**config.mk**
```make
export PLATFORM = sky130hd
export DESIGN_NAME = sfcf_front_end
export DESIGN_NICKNAME = d
export VERILOG_FILES = /design/src/rtl/sfcf_pkg.sv /design/src/rtl/sfcf_stream_if.sv /design/src/rtl/sfcf_fifo.sv /design/src/rtl/sfcf_front_end.sv
export VERILOG_INCLUDE_DIRS = /design/src /design/src/rtl
export SDC_FILE = /design/constraint.sdc
export NUM_CORES = 1
export LEC_CHECK = 0
export ABC_AREA = 1
export BUFFER_PORTS_ARGS = -buffer_cell sky130_fd_sc_hd__buf_4
export CAP_MARGIN = 40
export CORE_ASPECT_RATIO = 0.5
export CORE_UTILIZATION = 45
export DETAILED_ROUTE_END_ITERATION = 8
export GPL_TIMING_DRIVEN = 0
export PLACE_DENSITY_LB_ADDON = 0.05
export RECOVER_POWER = 100
export SLEW_MARGIN = 15
export SYNTH_ARGS = -nofsm -noshare
export SYNTH_HDL_FRONTEND = slang
export SYNTH_SLANG_ARGS = --single-unit
```
**constraint.sdc**
```tcl
create_clock -name sys_clk -period 4 [get_ports sys_clk]
set_input_delay 0.2 -clock sys_clk [delete_from_list [all_inputs] [get_ports sys_clk]]
set_output_delay 0.2 -clock sys_clk [all_outputs]
set_load 0.02 [all_outputs]
```
**src/rtl/sfcf_defs.svh**
```systemverilog
`ifndef SFCF_DEFS_SVH
`define SFCF_DEFS_SVH

// ----------------------------------------------------------------------
// Opcodes
// ----------------------------------------------------------------------
`define SFCF_OP_WR_ENABLE     8'h06
`define SFCF_OP_WR_DISABLE    8'h04
`define SFCF_OP_STATUS_READ   8'h05
`define SFCF_OP_STATUS_WRITE  8'h01
`define SFCF_OP_READ          8'h03
`define SFCF_OP_FAST_READ     8'h0b
`define SFCF_OP_DUAL_READ     8'h3b
`define SFCF_OP_PROGRAM       8'h02
`define SFCF_OP_SECTOR_ERASE  8'h20
`define SFCF_OP_BLOCK32_ERASE 8'h52
`define SFCF_OP_BLOCK64_ERASE 8'hd8
`define SFCF_OP_CHIP_ERASE_A  8'hc7
`define SFCF_OP_CHIP_ERASE_B  8'h60
`define SFCF_OP_POWER_DOWN    8'hb9
`define SFCF_OP_RELEASE       8'hab
`define SFCF_OP_MFR_DEV_ID    8'h90
`define SFCF_OP_READ_ID       8'h9f
`define SFCF_OP_UNIQUE_ID     8'h4b

// ----------------------------------------------------------------------
// Status byte layout and reset values
// ----------------------------------------------------------------------
`define SFCF_ST_BUSY          0
`define SFCF_ST_LATCH         1
`define SFCF_ST_PROT_LSB      2
`define SFCF_ST_PROT_MSB      4
`define SFCF_ST_LOCK          7
`define SFCF_PROT_RESET       3'h0
`define SFCF_LOCK_RESET       1'h0

// ----------------------------------------------------------------------
// Sequence counts
// ----------------------------------------------------------------------
`define SFCF_ADDR_LAST        3'h2
`define SFCF_ID_LAST          4'h2
`define SFCF_PIN_RESET        4'h9

`endif

```
**src/rtl/sfcf_pkg.sv**
```systemverilog
package sfcf_pkg;

  typedef enum logic [2:0] {
    ST_IDLE   = 3'b000,
    ST_OPCODE = 3'b001,
    ST_ADDR   = 3'b010,
    ST_DUMMY  = 3'b011,
    ST_WDATA  = 3'b100,
    ST_RDATA  = 3'b101,
    ST_TAIL   = 3'b110,
    ST_IGNORE = 3'b111
  } sfcf_state_type;

  typedef enum logic [2:0] {
    OP_NONE    = 3'b000,
    OP_STATUS  = 3'b001,
    OP_PROGRAM = 3'b010,
    OP_SECTOR  = 3'b011,
    OP_BLOCK32 = 3'b100,
    OP_BLOCK64 = 3'b101,
    OP_CHIP    = 3'b110
  } sfcf_op_type;

endpackage : sfcf_pkg

```
**src/rtl/sfcf_stream_if.sv**
```systemverilog
`timescale 1ns/1ps

interface sfcf_stream_if #(parameter int WIDTH = 8);
  logic [WIDTH-1:0] data;
  logic             valid;
  logic             ready;
  modport source (output data, output valid, input ready);
  modport sink   (input data, input valid, output ready);
endinterface : sfcf_stream_if

```
**src/rtl/sfcf_fifo.sv**
```systemverilog
`timescale 1ns/1ps

module sfcf_fifo #(
  parameter int WIDTH = 8,
  parameter int DEPTH = 4
) (
  // Clock and reset
  input  wire logic      sys_clk,
  input  wire logic      rst,
  // Streams
  sfcf_stream_if.sink    push,
  sfcf_stream_if.source  pop
);

  localparam int AW = $clog2(DEPTH);

  logic [WIDTH-1:0] mem [DEPTH];
  logic [AW-1:0]    wr_ptr;
  logic [AW-1:0]    rd_ptr;
  logic [AW:0]      count;

  wire do_push = push.valid & push.ready;
  wire do_pop  = pop.valid & pop.ready;

  assign push.ready = count != (AW+1)'(DEPTH);
  assign pop.valid  = count != '0;
  assign pop.data   = mem[rd_ptr];

  always_ff @(posedge sys_clk)
  begin
    if (rst)
    begin
      wr_ptr <= '0;
      rd_ptr <= '0;
      count  <= '0;
    end
    else
    begin
      if (do_push)
        wr_ptr <= wr_ptr + 1'b1;
      if (do_pop)
        rd_ptr <= rd_ptr + 1'b1;
      if (do_push && !do_pop)
        count <= count + 1'b1;
      else if (do_pop && !do_push)
        count <= count - 1'b1;
    end
  end

  always_ff @(posedge sys_clk)
  begin
    if (do_push)
      mem[wr_ptr] <= push.data;
  end

endmodule : sfcf_fifo

```
**src/rtl/sfcf_front_end.sv**
```systemverilog
`timescale 1ns/1ps
`include "sfcf_defs.svh"

// Contract
// - Busy bit S0 is one while program, erase or status write runs.
// - Latch bit S1 resets to zero; when zero, writes and erases are refused.
// - Three protect bits S4..S2, reset zero, written by status write.
// - Protect bits change only outside hardware locked mode.
// - Whole-array erase runs only when all protect bits are zero.
// - Lock bit S7 plus low protect pin locks status bits against status write.
// - Everything shifts most significant bit first, latched on rising clock.
// - First eight bits after select falls are the opcode.
// - Read-type commands may end after any output bit; device deselects.
// - Write-type commands execute only if select rises on a byte boundary.
// - Partial last program byte writes nothing and keeps the latch set.
// - Decode write enable, write disable, status read and status write.
// - Decode read with an address phase, and fast read with address and dummy phases.
// - Dual read drives even bits on low line, odd on high.
// - Decode page program and sector erase with three address bytes.
// - Decode both block erases and both whole-array erase opcodes.
// - Decode power-down entry and release, release returning device code.
// - Manufacturer/device read alternates manufacturer and device bytes.
// - Identification read returns manufacturer then two id bytes, repeating.
// - Unique id read returns a 128-bit identifier after address and dummy.
// - Write enable sets the latch; host issues it before each write.
// - Latch clears on reset, write disable and operation completion.
// - Status write leaves S6, S5, S1, S0; S6 and S5 read zero.
// - In deep power-down only the release command is honoured.
// - Input sampled on rising clock, output shifted on falling clock.
module sfcf_front_end #(
  parameter logic [7:0]   MFR_CODE  = 8'h5a,         // Arbitrary value.
  parameter logic [7:0]   DEV_CODE  = 8'h21,         // Arbitrary value.
  parameter logic [15:0]  JEDEC_ID  = 16'h3a17,      // Arbitrary value.
  parameter logic [127:0] UNIQUE_ID = 128'h0123456789abcdef_fedcba9876543210 // Arbitrary value.
) (
  // Clock and reset
  input  wire logic         sys_clk,
  input  wire logic         rst,
  // Serial pins
  input  wire logic         cs_n_pin,
  input  wire logic         sclk_pin,
  input  wire logic         wp_n_pin,
  input  wire logic         dual_line_low_in,
  output logic              dual_line_low_out,
  output logic              dual_line_low_oe,
  output logic              dual_line_high_out,
  output logic              dual_line_high_oe,
  // Array read port
  output logic [23:0]       rd_addr,
  input  wire logic [7:0]   rd_data,
  // Operation engine
  output logic              op_start,
  output sfcf_pkg::sfcf_op_type op_kind,
  output logic [23:0]       op_addr,
  output logic              prog_abort,
  input  wire logic         op_done,
  input  wire logic         area_protected,
  // Program data stream
  output logic [7:0]        prog_data,
  output logic              prog_valid,
  input  wire logic         prog_ready,
  // Status view
  output logic [7:0]        status_view,
  output logic              deep_power_down
);

  // --------------------------------------------------------------------
  // Decode functions
  // --------------------------------------------------------------------
  function automatic logic is_erase(input logic [7:0] op);
    is_erase = op == `SFCF_OP_SECTOR_ERASE || op == `SFCF_OP_BLOCK32_ERASE ||
               op == `SFCF_OP_BLOCK64_ERASE;
  endfunction : is_erase

  function automatic logic is_chip(input logic [7:0] op);
    is_chip = op == `SFCF_OP_CHIP_ERASE_A || op == `SFCF_OP_CHIP_ERASE_B;
  endfunction : is_chip

  function automatic sfcf_pkg::sfcf_state_type opcode_phase(input logic [7:0] op);
    case (op)
      `SFCF_OP_WR_ENABLE, `SFCF_OP_WR_DISABLE, `SFCF_OP_CHIP_ERASE_A,
      `SFCF_OP_CHIP_ERASE_B, `SFCF_OP_POWER_DOWN:
        opcode_phase = sfcf_pkg::ST_TAIL;
      `SFCF_OP_STATUS_WRITE, `SFCF_OP_PROGRAM:
        opcode_phase = (op == `SFCF_OP_PROGRAM) ? sfcf_pkg::ST_ADDR : sfcf_pkg::ST_WDATA;
      `SFCF_OP_STATUS_READ, `SFCF_OP_READ_ID:
        opcode_phase = sfcf_pkg::ST_RDATA;
      `SFCF_OP_READ, `SFCF_OP_FAST_READ, `SFCF_OP_DUAL_READ, `SFCF_OP_SECTOR_ERASE,
      `SFCF_OP_BLOCK32_ERASE, `SFCF_OP_BLOCK64_ERASE, `SFCF_OP_RELEASE,
      `SFCF_OP_MFR_DEV_ID, `SFCF_OP_UNIQUE_ID:
        opcode_phase = sfcf_pkg::ST_ADDR;
      default:
        opcode_phase = sfcf_pkg::ST_IGNORE;
    endcase
  endfunction : opcode_phase

  function automatic sfcf_pkg::sfcf_state_type addr_phase(input logic [7:0] op);
    if (op == `SFCF_OP_PROGRAM)
      addr_phase = sfcf_pkg::ST_WDATA;
    else if (is_erase(op))
      addr_phase = sfcf_pkg::ST_TAIL;
    else if (op == `SFCF_OP_FAST_READ || op == `SFCF_OP_DUAL_READ ||
             op == `SFCF_OP_UNIQUE_ID)
      addr_phase = sfcf_pkg::ST_DUMMY;
    else
      addr_phase = sfcf_pkg::ST_RDATA;
  endfunction : addr_phase

  function automatic sfcf_pkg::sfcf_op_type kind_of(input logic [7:0] op);
    case (op)
      `SFCF_OP_STATUS_WRITE:  kind_of = sfcf_pkg::OP_STATUS;
      `SFCF_OP_PROGRAM:       kind_of = sfcf_pkg::OP_PROGRAM;
      `SFCF_OP_SECTOR_ERASE:  kind_of = sfcf_pkg::OP_SECTOR;
      `SFCF_OP_BLOCK32_ERASE: kind_of = sfcf_pkg::OP_BLOCK32;
      `SFCF_OP_BLOCK64_ERASE: kind_of = sfcf_pkg::OP_BLOCK64;
      default:                kind_of = sfcf_pkg::OP_CHIP;
    endcase
  endfunction : kind_of

  // --------------------------------------------------------------------
  // Pin synchronisers and edges
  // --------------------------------------------------------------------
  logic [3:0] pin_s1;
  logic [3:0] pin_s2;
  logic [1:0] edge_d;

  always_ff @(posedge sys_clk)
  begin
    if (rst)
    begin
      pin_s1 <= `SFCF_PIN_RESET;
      pin_s2 <= `SFCF_PIN_RESET;
      edge_d <= 2'h1;
    end
    else
    begin
      pin_s1 <= {wp_n_pin, dual_line_low_in, sclk_pin, cs_n_pin};
      pin_s2 <= pin_s1;
      edge_d <= pin_s2[1:0];
    end
  end

  wire cs_n    = pin_s2[0];
  wire sclk    = pin_s2[1];
  wire din     = pin_s2[2];
  wire wp_n    = pin_s2[3];
  wire rise    = sclk & ~edge_d[1] & ~cs_n;
  wire fall    = ~sclk & edge_d[1] & ~cs_n;
  wire cs_fall = ~cs_n & edge_d[0];
  wire cs_rise = cs_n & ~edge_d[0];

  // --------------------------------------------------------------------
  // Command sequencer
  // --------------------------------------------------------------------
  sfcf_pkg::sfcf_state_type state;
  sfcf_pkg::sfcf_state_type next_state;
  logic [6:0] in_shift;
  logic [2:0] bit_cnt;
  logic [2:0] byte_cnt;
  logic [7:0] opcode;
  logic [23:0] addr;
  logic       busy_flag;
  logic       write_enable_latch;
  logic [2:0] protect_field;
  logic       status_lock_bit;
  logic [7:0] status;
  logic [7:0] wr_status;
  logic       overrun;

  wire [7:0] in_byte   = {in_shift, din};
  wire       byte_done = rise & (bit_cnt == 3'h7);
  wire       aligned   = bit_cnt == 3'h0;
  wire       hardware_locked_mode = status_lock_bit & ~wp_n;
  wire       op_allowed = deep_power_down ? (in_byte == `SFCF_OP_RELEASE)
                        : (!busy_flag || in_byte == `SFCF_OP_STATUS_READ);

  always_comb
  begin
    next_state = state;
    case (state)
      sfcf_pkg::ST_OPCODE:
        next_state = op_allowed ? opcode_phase(in_byte) : sfcf_pkg::ST_IGNORE;
      sfcf_pkg::ST_ADDR:
        next_state = (byte_cnt == `SFCF_ADDR_LAST) ? addr_phase(opcode) : state;
      sfcf_pkg::ST_DUMMY:
        next_state = sfcf_pkg::ST_RDATA;
      sfcf_pkg::ST_TAIL:
        next_state = sfcf_pkg::ST_IGNORE;
      sfcf_pkg::ST_WDATA:
        next_state = (opcode == `SFCF_OP_STATUS_WRITE && byte_cnt != 3'h0) ?
                     sfcf_pkg::ST_IGNORE : state;
      default:
        next_state = state;
    endcase
  end

  // Bits shift in on rising serial clock; deselect clears the byte count.
  always_ff @(posedge sys_clk)
  begin
    if (rst || cs_n)
    begin
      in_shift <= 7'h00;
      bit_cnt  <= 3'h0;
    end
    else if (rise)
    begin
      in_shift <= in_byte[6:0];
      bit_cnt  <= bit_cnt + 3'h1;
    end
  end

  always_ff @(posedge sys_clk)
  begin
    if (rst || cs_n)
    begin
      state    <= sfcf_pkg::ST_IDLE;
      byte_cnt <= 3'h0;
    end
    else if (state == sfcf_pkg::ST_IDLE)
      state <= sfcf_pkg::ST_OPCODE;
    else if (byte_done)
    begin
      state    <= next_state;
      byte_cnt <= (next_state != state) ? 3'h0 :
                  (byte_cnt == 3'h7) ? byte_cnt : byte_cnt + 3'h1;
    end
  end

  always_ff @(posedge sys_clk)
  begin
    if (rst)
    begin
      opcode    <= 8'h00;
      addr      <= 24'h000000;
      op_addr   <= 24'h000000;
      wr_status <= 8'h00;
    end
    else if (byte_done)
    begin
      if (state == sfcf_pkg::ST_OPCODE)
        opcode <= in_byte;
      if (state == sfcf_pkg::ST_ADDR)
        addr <= {addr[15:0], in_byte};
      if (state == sfcf_pkg::ST_ADDR && byte_cnt == `SFCF_ADDR_LAST)
        op_addr <= {addr[15:0], in_byte};
      if (state == sfcf_pkg::ST_WDATA && byte_cnt == 3'h0)
        wr_status <= in_byte;
    end
  end

  // --------------------------------------------------------------------
  // Data out
  // --------------------------------------------------------------------
  logic [2:0] out_cnt;
  logic [3:0] out_idx;
  logic [7:0] cur_byte;

  wire       enter_rd = byte_done & (next_state == sfcf_pkg::ST_RDATA) &
                        (state != sfcf_pkg::ST_RDATA);
  wire       dual     = opcode == `SFCF_OP_DUAL_READ;
  wire       last_bit = dual ? (out_cnt == 3'h3) : (out_cnt == 3'h7);
  wire       shift_out = fall & (state == sfcf_pkg::ST_RDATA);
  wire [2:0] hi_pos   = dual ? {~out_cnt[1:0], 1'b1} : ~out_cnt;
  wire [2:0] lo_pos   = {~out_cnt[1:0], 1'b0};
  wire [3:0] next_idx = (opcode == `SFCF_OP_READ_ID && out_idx == `SFCF_ID_LAST) ?
                        4'h0 : out_idx + 4'h1;

  always_comb
  begin
    case (opcode)
      `SFCF_OP_STATUS_READ: cur_byte = status;
      `SFCF_OP_READ_ID:
        cur_byte = (out_idx == 4'h0) ? MFR_CODE :
                   (out_idx == 4'h1) ? JEDEC_ID[15:8] : JEDEC_ID[7:0];
      `SFCF_OP_MFR_DEV_ID: cur_byte = out_idx[0] ? DEV_CODE : MFR_CODE;
      `SFCF_OP_RELEASE:    cur_byte = DEV_CODE;
      `SFCF_OP_UNIQUE_ID:  cur_byte = 8'(UNIQUE_ID >> {~out_idx, 3'b000});
      default:             cur_byte = rd_data;
    endcase
  end

  always_ff @(posedge sys_clk)
  begin
    if (rst || cs_n)
    begin
      dual_line_high_oe <= 1'b0;
      dual_line_low_oe  <= 1'b0;
      out_cnt           <= 3'h0;
      out_idx           <= 4'h0;
    end
    else if (enter_rd)
    begin
      dual_line_high_oe <= 1'b1;
      dual_line_low_oe  <= dual;
    end
    else if (shift_out)
    begin
      out_cnt <= last_bit ? 3'h0 : out_cnt + 3'h1;
      if (last_bit)
        out_idx <= next_idx;
    end
  end

  always_ff @(posedge sys_clk)
  begin
    if (rst)
    begin
      dual_line_high_out <= 1'b0;
      dual_line_low_out  <= 1'b0;
      rd_addr            <= 24'h000000;
    end
    else if (enter_rd)
      rd_addr <= (state == sfcf_pkg::ST_ADDR) ? {addr[15:0], in_byte} : addr;
    else if (shift_out)
    begin
      dual_line_high_out <= cur_byte[hi_pos];
      dual_line_low_out  <= cur_byte[lo_pos];
      if (last_bit)
        rd_addr <= rd_addr + 24'h000001;
    end
  end

  // --------------------------------------------------------------------
  // Commit at deselect and status byte
  // --------------------------------------------------------------------
  wire cmd_end  = cs_rise & aligned & ~busy_flag;
  wire in_tail  = cmd_end & (state == sfcf_pkg::ST_TAIL);
  wire in_wdata = cmd_end & (state == sfcf_pkg::ST_WDATA);
  wire set_latch = in_tail & (opcode == `SFCF_OP_WR_ENABLE);
  wire clr_latch = in_tail & (opcode == `SFCF_OP_WR_DISABLE);
  wire do_status_write_cmd  = in_wdata & (opcode == `SFCF_OP_STATUS_WRITE) & (byte_cnt == 3'h1) &
                  write_enable_latch & ~hardware_locked_mode;
  wire do_prog  = in_wdata & (opcode == `SFCF_OP_PROGRAM) & (byte_cnt != 3'h0) &
                  write_enable_latch & ~area_protected & ~overrun;
  wire do_erase = in_tail & is_erase(opcode) & write_enable_latch & ~area_protected;
  wire do_chip  = in_tail & is_chip(opcode) & write_enable_latch &
                  (protect_field == 3'h0);
  wire do_sleep = in_tail & (opcode == `SFCF_OP_POWER_DOWN);
  wire start    = do_status_write_cmd | do_prog | do_erase | do_chip;
  wire end_prog = cs_rise & (state == sfcf_pkg::ST_WDATA) & (opcode == `SFCF_OP_PROGRAM);

  always_comb
  begin
    status = 8'h00;
    status[`SFCF_ST_BUSY]  = busy_flag;
    status[`SFCF_ST_LATCH] = write_enable_latch;
    status[`SFCF_ST_PROT_MSB:`SFCF_ST_PROT_LSB] = protect_field;
    status[`SFCF_ST_LOCK]  = status_lock_bit;
  end

  always_ff @(posedge sys_clk)
  begin
    if (rst)
    begin
      busy_flag          <= 1'b0;
      write_enable_latch <= 1'b0;
      protect_field      <= `SFCF_PROT_RESET;
      status_lock_bit    <= `SFCF_LOCK_RESET;
    end
    else
    begin
      if (start)
        busy_flag <= 1'b1;
      else if (op_done)
        busy_flag <= 1'b0;
      if (set_latch)
        write_enable_latch <= 1'b1;
      else if (clr_latch || (op_done && busy_flag))
        write_enable_latch <= 1'b0;
      if (do_status_write_cmd)
      begin
        protect_field   <= wr_status[`SFCF_ST_PROT_MSB:`SFCF_ST_PROT_LSB];
        status_lock_bit <= wr_status[`SFCF_ST_LOCK];
      end
    end
  end

  always_ff @(posedge sys_clk)
  begin
    if (rst)
    begin
      op_start        <= 1'b0;
      op_kind         <= sfcf_pkg::OP_NONE;
      prog_abort      <= 1'b0;
      deep_power_down <= 1'b0;
      status_view     <= 8'h00;
    end
    else
    begin
      op_start    <= start;
      prog_abort  <= end_prog & ~do_prog;
      status_view <= status;
      if (start)
        op_kind <= kind_of(opcode);
      if (do_sleep)
        deep_power_down <= 1'b1;
      else if (byte_done && state == sfcf_pkg::ST_OPCODE && in_byte == `SFCF_OP_RELEASE)
        deep_power_down <= 1'b0;
    end
  end

  // --------------------------------------------------------------------
  // Program byte buffer
  // --------------------------------------------------------------------
  logic push_valid;
  logic [7:0] push_data;

  sfcf_stream_if #(.WIDTH(8)) byte_in ();
  sfcf_stream_if #(.WIDTH(8)) byte_out ();

  assign byte_in.data   = push_data;
  assign byte_in.valid  = push_valid;
  assign byte_out.ready = prog_ready;
  assign prog_data      = byte_out.data;
  assign prog_valid     = byte_out.valid;

  // A byte that finds the buffer full spoils the program, which then aborts.
  always_ff @(posedge sys_clk)
  begin
    if (rst || cs_fall)
    begin
      push_valid <= 1'b0;
      push_data  <= 8'h00;
      overrun    <= 1'b0;
    end
    else
    begin
      push_valid <= byte_done & (state == sfcf_pkg::ST_WDATA) &
                    (opcode == `SFCF_OP_PROGRAM);
      push_data  <= in_byte;
      if (push_valid && !byte_in.ready)
        overrun <= 1'b1;
    end
  end

  sfcf_fifo #(.WIDTH(8), .DEPTH(4)) u_fifo (
    .sys_clk (sys_clk),
    .rst     (rst),
    .push    (byte_in),
    .pop     (byte_out)
  );
endmodule : sfcf_front_end

```
* After elaboration in Yosys (flattened, before gate mapping) *
Memories as Yosys holds them, arrays and structs flattened. A register that Yosys moved wholly into a read port is not among the register bits.
Index checks and enable logic that the tools add are counted.

operators by class
  $add $sub $neg = 9
  $lt $le $gt $ge = 2
  equality and inequality tests = 54
  shifts and indexed selects = 1
  mux-type cells = 43
  bitwise operators = 58
  reductions and logical operators = 49

operator list
  operator                                            count
  right shift 121 x 7 -> 8 bit, first input constant  1
  == test 8 bit, second input constant                12
  two-way mux 24 bit                                  4
  == test 8 x 3 -> 1 bit, second input constant       6
  == test 8 x 7 -> 1 bit, second input constant       6
  bitwise AND 1 bit                                   40
  case mux 8 bit (5 select lines)                     1
  two-way mux 3 bit                                   13
  == test 8 x 6 -> 1 bit, second input constant       4
  case mux 3 bit (5 select lines)                     2
  adder 24 x 1 -> 24 bit, second input constant       1
  == test 8 x 2 -> 1 bit, second input constant       3
  == test 3 bit, second input constant                7
  == test 8 x 1 -> 1 bit, second input constant       2
  == test 8 x 4 -> 1 bit, second input constant       2
  two-way mux 1 bit                                   14
  two-way mux 7 bit                                   2
  nonzero test 2 bit                                  7
  adder 3 x 1 -> 3 bit, second input constant         4
  == test 3 x 2 -> 1 bit, second input constant       4
  logical NOT 3 bit                                   4
  NOT 1 bit                                           12
  case mux 3 bit (4 select lines)                     1
  logical AND 1 bit                                   10
  28 further kinds                                    54

storage, ports and cells
  flip-flop bits (word level) = 162
  RAM bits = 32
  word-level logic and storage cells = 252
  memories = 1

memory list
  memory      depth  bits a word  read ports  clocked after Yosys merged registers in  write ports  line             RTL
  u_fifo.mem  4      8            1           1                                        1            sfcf_fifo.sv:17  logic [WIDTH-1:0] mem [DEPTH];

* Longest topological paths before layout *
Gate-level depths: netlist of run 1.

  word-level depth = 14
  mapped depth = 19

* By module *
Synthesis of run 1 repeated with hierarchy kept, for this count alone.

unflattened totals
  cells, all modules = 1239
  area total of the unflattened synthesis = 9148.8 µm²

modules (own cells, without submodules)
  module          times used  cells an instance  area an instance (µm²)  sequential area each (µm²)
  sfcf_front_end  1           1095               7460.9                  2982.9
  sfcf_fifo       1           144                1687.9                  1141.1

* Worst setup path before layout of run 1 *
No wires, ideal clock.

  kind = reg-to-reg
  start = register rd_addr[0]
  end = register rd_addr[22]
  setup time = 109 ps
  arrival time = 2057 ps
  data required time = 3891 ps
  setup slack = 1834 ps
  stages on the path, launching flop included = 16
  path buffers = 0
  cell sequence = dfxtp_1 ha_1 nand3_1 nor2_1 nand3_1 nor2_1 nand3_1 nor2_1 nand3_1 nor2_1 nand3_1 xnor2_1 nand2_1 nand3_1 nand2_1 inv_1

on the way
  cells in the longest elaborated chain, start to end = 4

RTL lines
  element                 line                   RTL
  start, declared         sfcf_front_end.sv:49   output logic [23:0] rd_addr,
  start signal, assigned  sfcf_front_end.sv:313  rd_addr <= (state == sfcf_pkg::ST_ADDR) ? {addr[15:0], in_byte} : addr;
  start signal, assigned  sfcf_front_end.sv:319  rd_addr <= rd_addr + 24'h000001;
  adder 24 x 1 -> 24 bit  sfcf_front_end.sv:319
  two-way mux 24 bit      sfcf_front_end.sv:318  if (last_bit)
  two-way mux 24 bit      sfcf_front_end.sv:314  else if (shift_out)
  two-way mux 24 bit      sfcf_front_end.sv:312  else if (enter_rd)

Every way passes these cells. The select of a mux whose other input is x is not followed.
A chain may end at the register's enable or synchronous reset.

* Worst setup path in the final report of run 1 *
  start = register state[1]
  end = register op_addr[9]

on the way
  cells in the longest elaborated chain, start to end = 3

RTL lines
  element                               line                   RTL
  start, declared                       sfcf_front_end.sv:155  sfcf_pkg::sfcf_state_type state;
  start signal, assigned                sfcf_front_end.sv:216  state <= sfcf_pkg::ST_IDLE;
  start signal, assigned                sfcf_front_end.sv:220  state <= sfcf_pkg::ST_OPCODE;
  start signal, assigned                sfcf_front_end.sv:223  state <= next_state;
  == test 3 x 2 -> 1 bit                sfcf_front_end.sv:244  if (state == sfcf_pkg::ST_ADDR && byte_cnt == `SFCF_ADDR_LAST)
  logical AND 1 bit (no source line)    --
  AND reduction 2 bit (no source line)  --
  end signal, assigned                  sfcf_front_end.sv:245  op_addr <= {addr[15:0], in_byte};
  end, declared                         sfcf_front_end.sv:54   output logic [23:0] op_addr,

Every way passes these cells.

==> results of run 1 <==
## tightest hold or removal path, cell delays in order
cell     delay, ns
buf_4         0.09
nor4_1        0.05
a21oi_1       0.16
## cells in the mapped netlist (2+ instances only)
master / count
a211oi_1: 17
buf_2: 9
ha_1: 20
nor2_4: 2
nand2_4: 2
o211ai_1: 5
nand3b_1: 2
buf_4: 7
inv_2: 13
xnor2_1: 15
nand2_2: 6
nor4_1: 3
edfxtp_1: 32
a31oi_1: 2
nor2_2: 10
xor2_1: 7
inv_1: 132
o22ai_1: 10
and2_1: 3
a21oi_1: 94
nor3_1: 15
nand4_1: 31
nor2_1: 151
nor3_4: 3
or2_2: 5
clkbuf_1: 29
o21ai_0: 134
nand3_1: 89
nand2_1: 175
dfxtp_1: 158
buf_1: 2
## placed cells by master, fill, tap and decap left out, types with 5 or more instances in the layout
cell type and instances:
or2_2 5, buf_4 18, nor3_1 16, nand2_2 5, nand3_1 89, nor2_1 155
xnor2_1 15, o21ai_0 134, a211oi_1 17, dfxtp_1 158, buf_2 5, nand4_1 32
o22ai_1 10, inv_2 11, xor2_1 7, nand2_1 176, clkbuf_1 109, o211ai_1 5
inv_1 133, clkbuf_16 17, nor2_2 6, edfxtp_1 32, ha_1 20, a21oi_1 94
dlygate4sd3_1 5
## power by group
| group | switching [mW] | leakage, nW | internal, mW | total [mW] |
|---|---|---|---|---|
| combinational | 0.166 | 2.33 | 0.0700 | 0.236 |
| sequential | 0.0252 | 1.51 | 1.96 | 1.98 |
| clock | 0.829 | 0.260 | 0.815 | 1.64 |
## area by class of cell
type / instances / area, um^2 / share of cell area
inverters: 146 / 548.0 / 0.05269
well taps: 266 / 332.8 / 0.03200
clock buffers: 17 / 425.4 / 0.04090
multi-input cells: 819 / 4192 / 0.4030
repair buffers: 93 / 436.7 / 0.04198
plain buffers: 49 / 217.7 / 0.02093
clock inverters: 15 / 125.1 / 0.01203
flip-flops and latches: 190 / 4124 / 0.3965
## per-layer routing
layer  part of all wire  GRT usage  up-vias
met5                  0          0        -
met4              0.013    0.06131        0
met3              0.058    0.05499       25
met2               0.43     0.4025      247
met1               0.49     0.3532     3970
li1                   -          -     4228
## logic make-up (layout without fill, tap and decap cells)
kind of cell / after synthesis / count (layout)
flops: 190 / 190
xor+xnor: 22 / 22
other cells: 1 / 2
compound gates: 271 / 271
fa+ha+maj: 21 / 21
buf+inv: 195 / 320
simple gates: 503 / 503
## sequential cells by signal (all words and copies together) (netlist names), 2 cells and up, named ones only
register       cells
u_fifo.mem        32
addr              24
op_addr           24
rd_addr           24
byte_in.data       8
opcode             8
in_shift           7
status_view        6
out_idx            4
pin_s1             4
pin_s2             4
wr_status          4
bit_cnt            3
byte_cnt           3
op_kind            3
out_cnt            3
protect_field      3
state              3
u_fifo.count       3
edge_d             2
u_fifo.rd_ptr      2
u_fifo.wr_ptr      2
## metrics by stage
| stage | hold WS (ns) | instances | power (mW) |
|---|---|---|---|
| floorplan | 0.3038 | 1204 | 2.178 |
| global placement | 0.3841 | 1558 | 2.274 |
| detailed placement | 0.3909 | 1558 | 2.279 |
| CTS | 0.1004 | 1595 | 3.908 |
| global route | 0.1133 | 1595 | 3.993 |
| finish | 0.09804 | 1595 | 3.864 |
## worst paths after layout
kind | startpoint | endpoint | slack (ns) | cells past startpoint
worst min-delay path | area_protected | prog_abort$_SDFF_PP0_ | 0.1 | 3
worst min register to register | pin_s1[1]$_SDFF_PP0_ | pin_s2[1]$_SDFF_PP0_ | 0.41 | 2
worst max register to register | state[1]$_SDFFE_PP0P_ | op_addr[9]$_SDFFE_PP0P_ | 0.77 | 10
worst max-delay path | state[1]$_SDFFE_PP0P_ | op_addr[9]$_SDFFE_PP0P_ | 0.77 | 10
==> impl_metrics.env, run 1 <==
export IMPL_totalWireLength_mm=25.72
export IMPL_port_buffers=88
export IMPL_clk_latency_ns=0.46
export IMPL_synth_mux_area_frac=0
export IMPL_dieArea_um2=20870
export IMPL_finalSetupViolations=0
export IMPL_clk_path_buf_depth=2
export IMPL_rsz0062_at_grt="false"
export IMPL_drv_cap=0
export IMPL_core_um2=19640
export IMPL_gp_congestion=0.9689
export IMPL_grt_start_max_net_pins=19
export IMPL_drtPass1Iterations=6
export IMPL_path_clk_slew_ns=0.07
export IMPL_cts_inserted_buffers=17
export IMPL_nets=1354
export IMPL_syn_area_per_cell_um2=7.581
export IMPL_routed_via_density=5.310
export IMPL_synth_area_um2=9120
export IMPL_cts_sinks=190
export IMPL_ys_ff_latch=190
export IMPL_layout_drive_gt1_share=0.07223
export IMPL_place_ws_ns=1.304
export IMPL_vdd_drop_max_mv=0.3311
export IMPL_cts_root_buf="clkbuf_16"
export IMPL_synth_top_area_frac=0.3468
export IMPL_synth_simple_area_share=0.2504
export IMPL_antenna_cells=0
export IMPL_crit_type="flop to flop"
export IMPL_crit_path_start_kind="flop"
export IMPL_io_pins=92
export IMPL_ys_seq_area_frac=0.4522
export IMPL_drt_initial_drc_count=670
export IMPL_placed_area_um2=10120
export IMPL_fin_crit_sh=0.8079
export IMPL_antenna_found_initial=0
export IMPL_worst_slack_ns=0.7683
export IMPL_synth_xor_area_frac=0.02113
export IMPL_nFillCells=2046
export IMPL_leakagePower_nw=4.101
export IMPL_max_slew_margin=0.4139
export IMPL_htreeDepth=4
export IMPL_grt_ovfl_total=0
export IMPL_die_h_um=102.7
export IMPL_synth_largest_area_cell="dfxtp_1"
export IMPL_netlist_top_cells_area="dfxtp_1 (35%), edfxtp_1 (11%), o21ai_0 (7.4%)"
export IMPL_post_drt_wl_per_cell_um=16.13
export IMPL_hold_buffers=5
export IMPL_cts_repair_resized=0
export IMPL_cp_required_ns=4.33
export IMPL_area_growth_pct=14.05
export IMPL_hold_class="primary input to flop"
export IMPL_yosys_warnings=0
export IMPL_outcome="complete, no violations"
export IMPL_ys_flop_type="dfxtp_1"
export IMPL_crit_path_end_kind="flop"
export IMPL_power_density_nw_per_um2=371.5
export IMPL_final_setup_skew_ns=0.01051
export IMPL_synth_compound_area_frac=0.1609
export IMPL_grt_usage=0.2535
export IMPL_hold_violations=0
export IMPL_start_util=0.4644
export IMPL_route_detailed_drc=0
export IMPL_grt_pass1_wl_mm=40.87
export IMPL_async_flop_share=0
export IMPL_num_rows=36
export IMPL_cts_tree="built"
export IMPL_critPathSlowestCell="nor3_1"
export IMPL_crit_fanout=10
export IMPL_synth_top_family_by_area="simple AND/OR/NAND/NOR gates"
export IMPL_postCtsSetupBuffers=0
export IMPL_arrival_ns=3.56
export IMPL_final_area_um2=10400
export IMPL_drtAntennaViolNets=0
export IMPL_finalCriticalPeriod_ns=3.232
export IMPL_grt_pass1_vias=7765
export IMPL_crit_top_cell="clkbuf_1"
export IMPL_crit_family="buffers and inverters"
export IMPL_vias=8470
export IMPL_synth_edf_count=32
export IMPL_syn_inst=1203
export IMPL_fmax_ghz=0.3094
export IMPL_die_width_um=203.3
export IMPL_utilization=0.5296
export IMPL_crit_chain="clkbuf_1, inv_2, nor3_1, inv_2, nor2_2, clkinv_1, nor2_1, clkbuf_1, clkbuf_1, a21oi_1"
export IMPL_dp_hpwl_mm=19.35
export IMPL_synthAdderAreaFrac=0.02963
export IMPL_tightestPinTransition_ns=0.8718
export IMPL_tns_ns=0
export IMPL_ys_types=51
export IMPL_slew_viol_final=0
export IMPL_cpPeakStageDelay_ns=0.66
export IMPL_path_buf_inv=6
No activity file was read; power rests on OpenSTA's default activity.
==> inputs of run 2 (changes only) <==
- clock period: 4 -> 3.1 ns (I/O delays scaled with it)
==> impl_metrics.env, run 2 (synthesis results as in run 1) <==
export IMPL_dieArea_um2=20870
export IMPL_antenna_found_initial=0
export IMPL_crit_fanout=10
export IMPL_seqPwrFrac=0.514
export IMPL_reg2reg_setup_slack_ns=0.27
export IMPL_cts_tree="built"
export IMPL_crit_path_start_kind="flop"
export IMPL_crit_top_cell="clkbuf_1"
export IMPL_slew_viol_final=0
export IMPL_htreeDepth=4
export IMPL_crit_family="buffers and inverters"
export IMPL_finalSetupViolations=0
export IMPL_final_cell_mix="nand2_1 (176), dfxtp_1 (158), nor2_1 (155)"
export IMPL_vias=8456
export IMPL_leakagePower_nw=4.108
export IMPL_hold_depth=3
export IMPL_layout_commonest_cell="nand2_1"
export IMPL_crit_chain="clkbuf_1, inv_1, nor3_4, inv_2, nor2_2, clkinv_1, nor2_1, clkbuf_1, clkbuf_1, a21oi_1"
export IMPL_drv_cap=0
export IMPL_p_sw_mw=1.307
export IMPL_drtPass1Iterations=5
export IMPL_vdd_drop_max_mv=0.4233
export IMPL_drt_initial_drc_count=616
export IMPL_largest_reg_flops=32
export IMPL_crit_type="flop to flop"
export IMPL_tns_ns=0
export IMPL_final_area_um2=10410
export IMPL_utilization=0.5302
export IMPL_grt_pass1_vias=7765
export IMPL_gp_congestion=0.9689
export IMPL_totalWireLength_mm=25.75
export IMPL_crit_cells=10
export IMPL_drtAntennaViolNets=0
export IMPL_placed_area_um2=10120
export IMPL_clk_path_buf_depth=2
export IMPL_cts_sinks=190
export IMPL_reg2regPathDepth=10
export IMPL_crit_end="op_addr[9]$_SDFFE_PP0P_"
export IMPL_num_rows=36
export IMPL_swShare=0.2627
export IMPL_die_width_um=203.3
export IMPL_p_int_mw=3.670
export IMPL_pwr_share_comb=0.061
export IMPL_grt_ovfl_total=0
export IMPL_fmax_ghz=0.3538
export IMPL_cp_required_ns=3.43
export IMPL_layout_drive_gt1_share=0.07449
export IMPL_grt_usage=0.2535
export IMPL_max_slew_margin=0.4139
export IMPL_grt_start_max_net_pins=19
export IMPL_core_um2=19640
export IMPL_critPathSlowestCell="clkbuf_1"
export IMPL_r2r_start="state[1]$_SDFFE_PP0P_"
export IMPL_power_density_nw_per_um2=478.0
export IMPL_hold_class="primary input to flop"
export IMPL_finalCriticalPeriod_ns=2.827
export IMPL_port_buffers=88
export IMPL_nFillCells=2043
export IMPL_dp_hpwl_mm=19.35
export IMPL_nets=1354
export IMPL_cts_inserted_buffers=17
export IMPL_tightestPinTransition_ns=0.8718
export IMPL_hold_violations=0
export IMPL_path_buf_inv=6
export IMPL_regToRegEndpoint="op_addr[9]$_SDFFE_PP0P_"
export IMPL_clk_latency_ns=0.45
export IMPL_final_setup_skew_ns=0.007781
export IMPL_cpPeakStageDelay_ns=0.43
export IMPL_arrival_ns=3.15
export IMPL_startpoint="state[1]$_SDFFE_PP0P_"
export IMPL_routed_via_density=5.302
export IMPL_fin_worst_hold_slack_ns=0.05988
export IMPL_crit_path_end_kind="flop"
export IMPL_start_util=0.4644
export IMPL_post_drt_wl_per_cell_um=16.15
export IMPL_rsz0062_at_grt="false"
export IMPL_finalPower_mw=4.977
export IMPL_area_growth_pct=14.17
export IMPL_regMostFlops="u_fifo.mem"
export IMPL_io_pins=92
export IMPL_grt_pass1_wl_mm=40.87
export IMPL_fin_crit_sh=0.9119
export IMPL_antenna_cells=0
export IMPL_die_h_um=102.7
export IMPL_cts_root_buf="clkbuf_16"
export IMPL_path_clk_slew_ns=0.07
export IMPL_outcome="complete, no violations"
export IMPL_route_detailed_drc=0
export IMPL_clkPwrFrac=0.424
==> run 2: worst reg2reg max path, cell delays in order, from the launching register on <==
cell and delay, ns:
dfxtp_1 0.32, clkbuf_1 0.30, inv_1 0.18, nor3_4 0.30, inv_2 0.16, nor2_2 0.17, clkinv_1 0.11, nor2_1 0.22
clkbuf_1 0.38, clkbuf_1 0.43, a21oi_1 0.13
==> run 2: what timing repair did <==
item | CTS | global route
hold buffers | 5 | 0
hold endpoints to repair | 6 | 0
setup endpoints to repair | 0 | 0
gates resized for setup | 0 | 0
setup buffers | 0 | 0
==> run 2: cell type report <==
class                           count  area, um^2  share of cell area
Buffer                             49       217.7             0.02091
Clock buffer                       17       425.4             0.04086
Clock inverter                     15       125.1             0.01202
Inverter                          146       548.0             0.05263
Multi-Input combinational cell    819        4203              0.4036
Sequential cell                   190        4124              0.3961
Tap cell                          266       332.8             0.03196
Timing Repair Buffer               93       436.7             0.04194
==> run 2: power by group through the flow <==
| stage | Combinational (mW) | Sequential (mW) | Clock [mW] |
|---|---|---|---|
| 3_3_place_gp | 0.317 | 2.62 | 0 |
| 3_5_place_dp | 0.322 | 2.62 | 0 |
| 6_report | 0.306 | 2.56 | 2.11 |
| 5_1_grt | 0.341 | 2.57 | 2.25 |
| 2_1_floorplan | 0.204 | 2.61 | 0 |
| 4_1_cts | 0.328 | 2.56 | 2.15 |
==> run 2: worst min path at each step <==
stage | to | slack [ns] | start
2_1_floorplan | pin_s1[0]$_SDFF_PP1_ | 0.26 | cs_n_pin
6_report | prog_abort$_SDFF_PP0_ | 0.06 | area_protected
5_1_grt | prog_abort$_SDFF_PP0_ | 0.07 | area_protected
3_5_place_dp | pin_s1[0]$_SDFF_PP1_ | 0.35 | cs_n_pin
3_3_place_gp | pin_s1[3]$_SDFF_PP1_ | 0.34 | wp_n_pin
4_1_cts | prog_abort$_SDFF_PP0_ | 0.06 | area_protected
==> run 2: layer usage <==
| layer | up-vias | GRT usage | wire, um |
|---|---|---|---|
| met5 | - | 0 | 0 |
| met1 | 3960 | 0.3532 | 12800 |
| met3 | 31 | 0.05499 | 1397 |
| met4 | 0 | 0.06131 | 382 |
| met2 | 233 | 0.4025 | 11180 |
| li1 | 4232 | - | - |
==> run 2: through the flow <==
stage               cells  worst slack (ns)
global placement     1558            0.4181
floorplan            1204            0.9344
global route         1595           0.08591
detailed placement   1558            0.4041
finish               1595            0.2732
CTS                  1595            0.3733
==> inputs of run 3 (changes only) <==
- CTS_BUF_LIST: not set -> sky130_fd_sc_hd__clkbuf_4
==> impl_metrics.env, run 3 (synthesis results as in run 1) <==
export IMPL_path_clk_slew_ns=0.16
export IMPL_finalSetupViolations=0
export IMPL_leakagePower_nw=3.988
export IMPL_final_cells=1598
export IMPL_crit_path_start_kind="flop"
export IMPL_hold_class="primary input to flop"
export IMPL_cts_repair_resized=0
export IMPL_vias=8492
export IMPL_power_density_nw_per_um2=411.2
export IMPL_slew_viol_final=0
export IMPL_crit_path_end_kind="flop"
export IMPL_antenna_cells=0
export IMPL_startpoint="state[1]$_SDFFE_PP0P_"
export IMPL_max_slew_margin=0.4092
export IMPL_routed_via_density=5.314
export IMPL_grt_pass1_wl_mm=40.72
export IMPL_totalWireLength_mm=25.61
export IMPL_area_growth_pct=11.26
export IMPL_drtAntennaViolNets=0
export IMPL_nets=1357
export IMPL_rsz0062_at_grt="false"
export IMPL_io_pins=92
export IMPL_grt_start_max_net_pins=19
export IMPL_arrival_ns=3.34
export IMPL_cts_sinks=190
export IMPL_finalCriticalPeriod_ns=2.836
export IMPL_reg2regPathDepth=10
export IMPL_tns_ns=0
export IMPL_layout_drive_gt1_share=0.07508
export IMPL_hold_path_startpoint="rd_data[4]"
export IMPL_core_um2=19640
export IMPL_final_cell_mix="nand2_1 (176), dfxtp_1 (158), nor2_1 (154)"
export IMPL_die_width_um=203.3
export IMPL_die_h_um=102.7
export IMPL_drtPass1Iterations=6
export IMPL_grt_pass1_vias=7786
export IMPL_drv_cap=0
export IMPL_clk_latency_ns=0.61
export IMPL_port_buffers=88
export IMPL_postCtsSetupBuffers=0
export IMPL_finalPower_mw=4.173
export IMPL_layout_commonest_cell="nand2_1"
export IMPL_largest_reg_flops=32
export IMPL_utilization=0.5167
export IMPL_cp_required_ns=3.60
export IMPL_cts_inserted_buffers=17
export IMPL_hold_buffers=8
export IMPL_fmax_ghz=0.3526
export IMPL_crit_type="flop to flop"
export IMPL_tightestPinTransition_ns=0.8787
export IMPL_nFillCells=2077
export IMPL_outcome="complete, no violations"
export IMPL_dp_hpwl_mm=19.35
export IMPL_place_ws_ns=0.4041
export IMPL_cts_tree="built"
export IMPL_gp_congestion=0.9689
export IMPL_final_setup_skew_ns=0.01902
export IMPL_grt_usage=0.2522
export IMPL_r2r_start="state[1]$_SDFFE_PP0P_"
export IMPL_fin_crit_sh=0.9150
export IMPL_regMostFlops="u_fifo.mem"
export IMPL_htreeDepth=4
export IMPL_start_util=0.4644
export IMPL_post_drt_wl_per_cell_um=16.03
export IMPL_num_rows=36
export IMPL_worst_slack_ns=0.2636
export IMPL_vdd_drop_max_mv=0.2272
export IMPL_hold_depth=7
export IMPL_route_detailed_drc=0
export IMPL_cts_root_buf="clkbuf_4"
export IMPL_antenna_found_initial=0
export IMPL_grt_ovfl_total=0
export IMPL_dieArea_um2=20870
export IMPL_clk_path_buf_depth=2
export IMPL_crit_fanout=10
export IMPL_dp_cells=1558
export IMPL_drt_initial_drc_count=651
export IMPL_reg2reg_setup_slack_ns=0.26
export IMPL_hold_violations=0
[run 3: cell count changes in the layout (fill, tap and decap cells not counted), moves of 2 or more]
cell	previous run	this run
buf_4	19	21
clkbuf_16	17	0
clkbuf_4	2	17
dlygate4sd3_1	5	8
[run 3: final cells by class]
cell class	count	area [um^2]	area share
buffer	49	217.7	0.02146
clock buffer	17	127.6	0.01258
clock inverter	15	125.1	0.01233
inverter	146	548.0	0.05401
multi-input combinational	819	4205	0.4144
sequential	190	4124	0.4064
tap	266	332.8	0.03280
timing repair buffer	96	466.7	0.04599
[run 3: layer usage]
metal  global-route usage  wire length (um)
met1               0.3541             12950
met5                    0                 0
met3              0.04804              1171
met2               0.3998             11080
met4              0.06709               404
[run 3: worst paths after layout]
| kind | end |
|---|---|
| min | dual_line_low_out$_SDFFE_PP0P_ |
| max | op_addr[9]$_SDFFE_PP0P_ |
| min reg2reg | pin_s2[1]$_SDFF_PP0_ |
| max reg2reg | op_addr[9]$_SDFFE_PP0P_ |
[run 3: critical path, stage by stage (launching register included)]
cell      delay, ns
dfxtp_1        0.35
clkbuf_1       0.30
inv_1          0.18
nor3_4         0.31
inv_2          0.16
nor2_2         0.17
clkinv_1       0.11
nor2_1         0.22
clkbuf_1       0.37
clkbuf_1       0.43
a21oi_1        0.13
[run 3: where the power goes]
group | total, mW | leakage (nW) | internal [mW] | switching (mW)
sequential | 2.56 | 1.51 | 2.53 | 0.0326
combinational | 0.310 | 2.35 | 0.0933 | 0.216
clock | 1.30 | 0.129 | 0.342 | 0.956
total | 4.17 | 3.99 | 2.97 | 1.21
[run 3: metrics by stage]
step,instance area [um^2],hold slack [ns]
4_1_cts,10450,0.05083
6_report,10150,0.08757
3_5_place_dp,10120,0.3459
3_3_place_gp,10120,0.3391
2_1_floorplan,9124,0.2588
5_1_grt,10150,0.08666
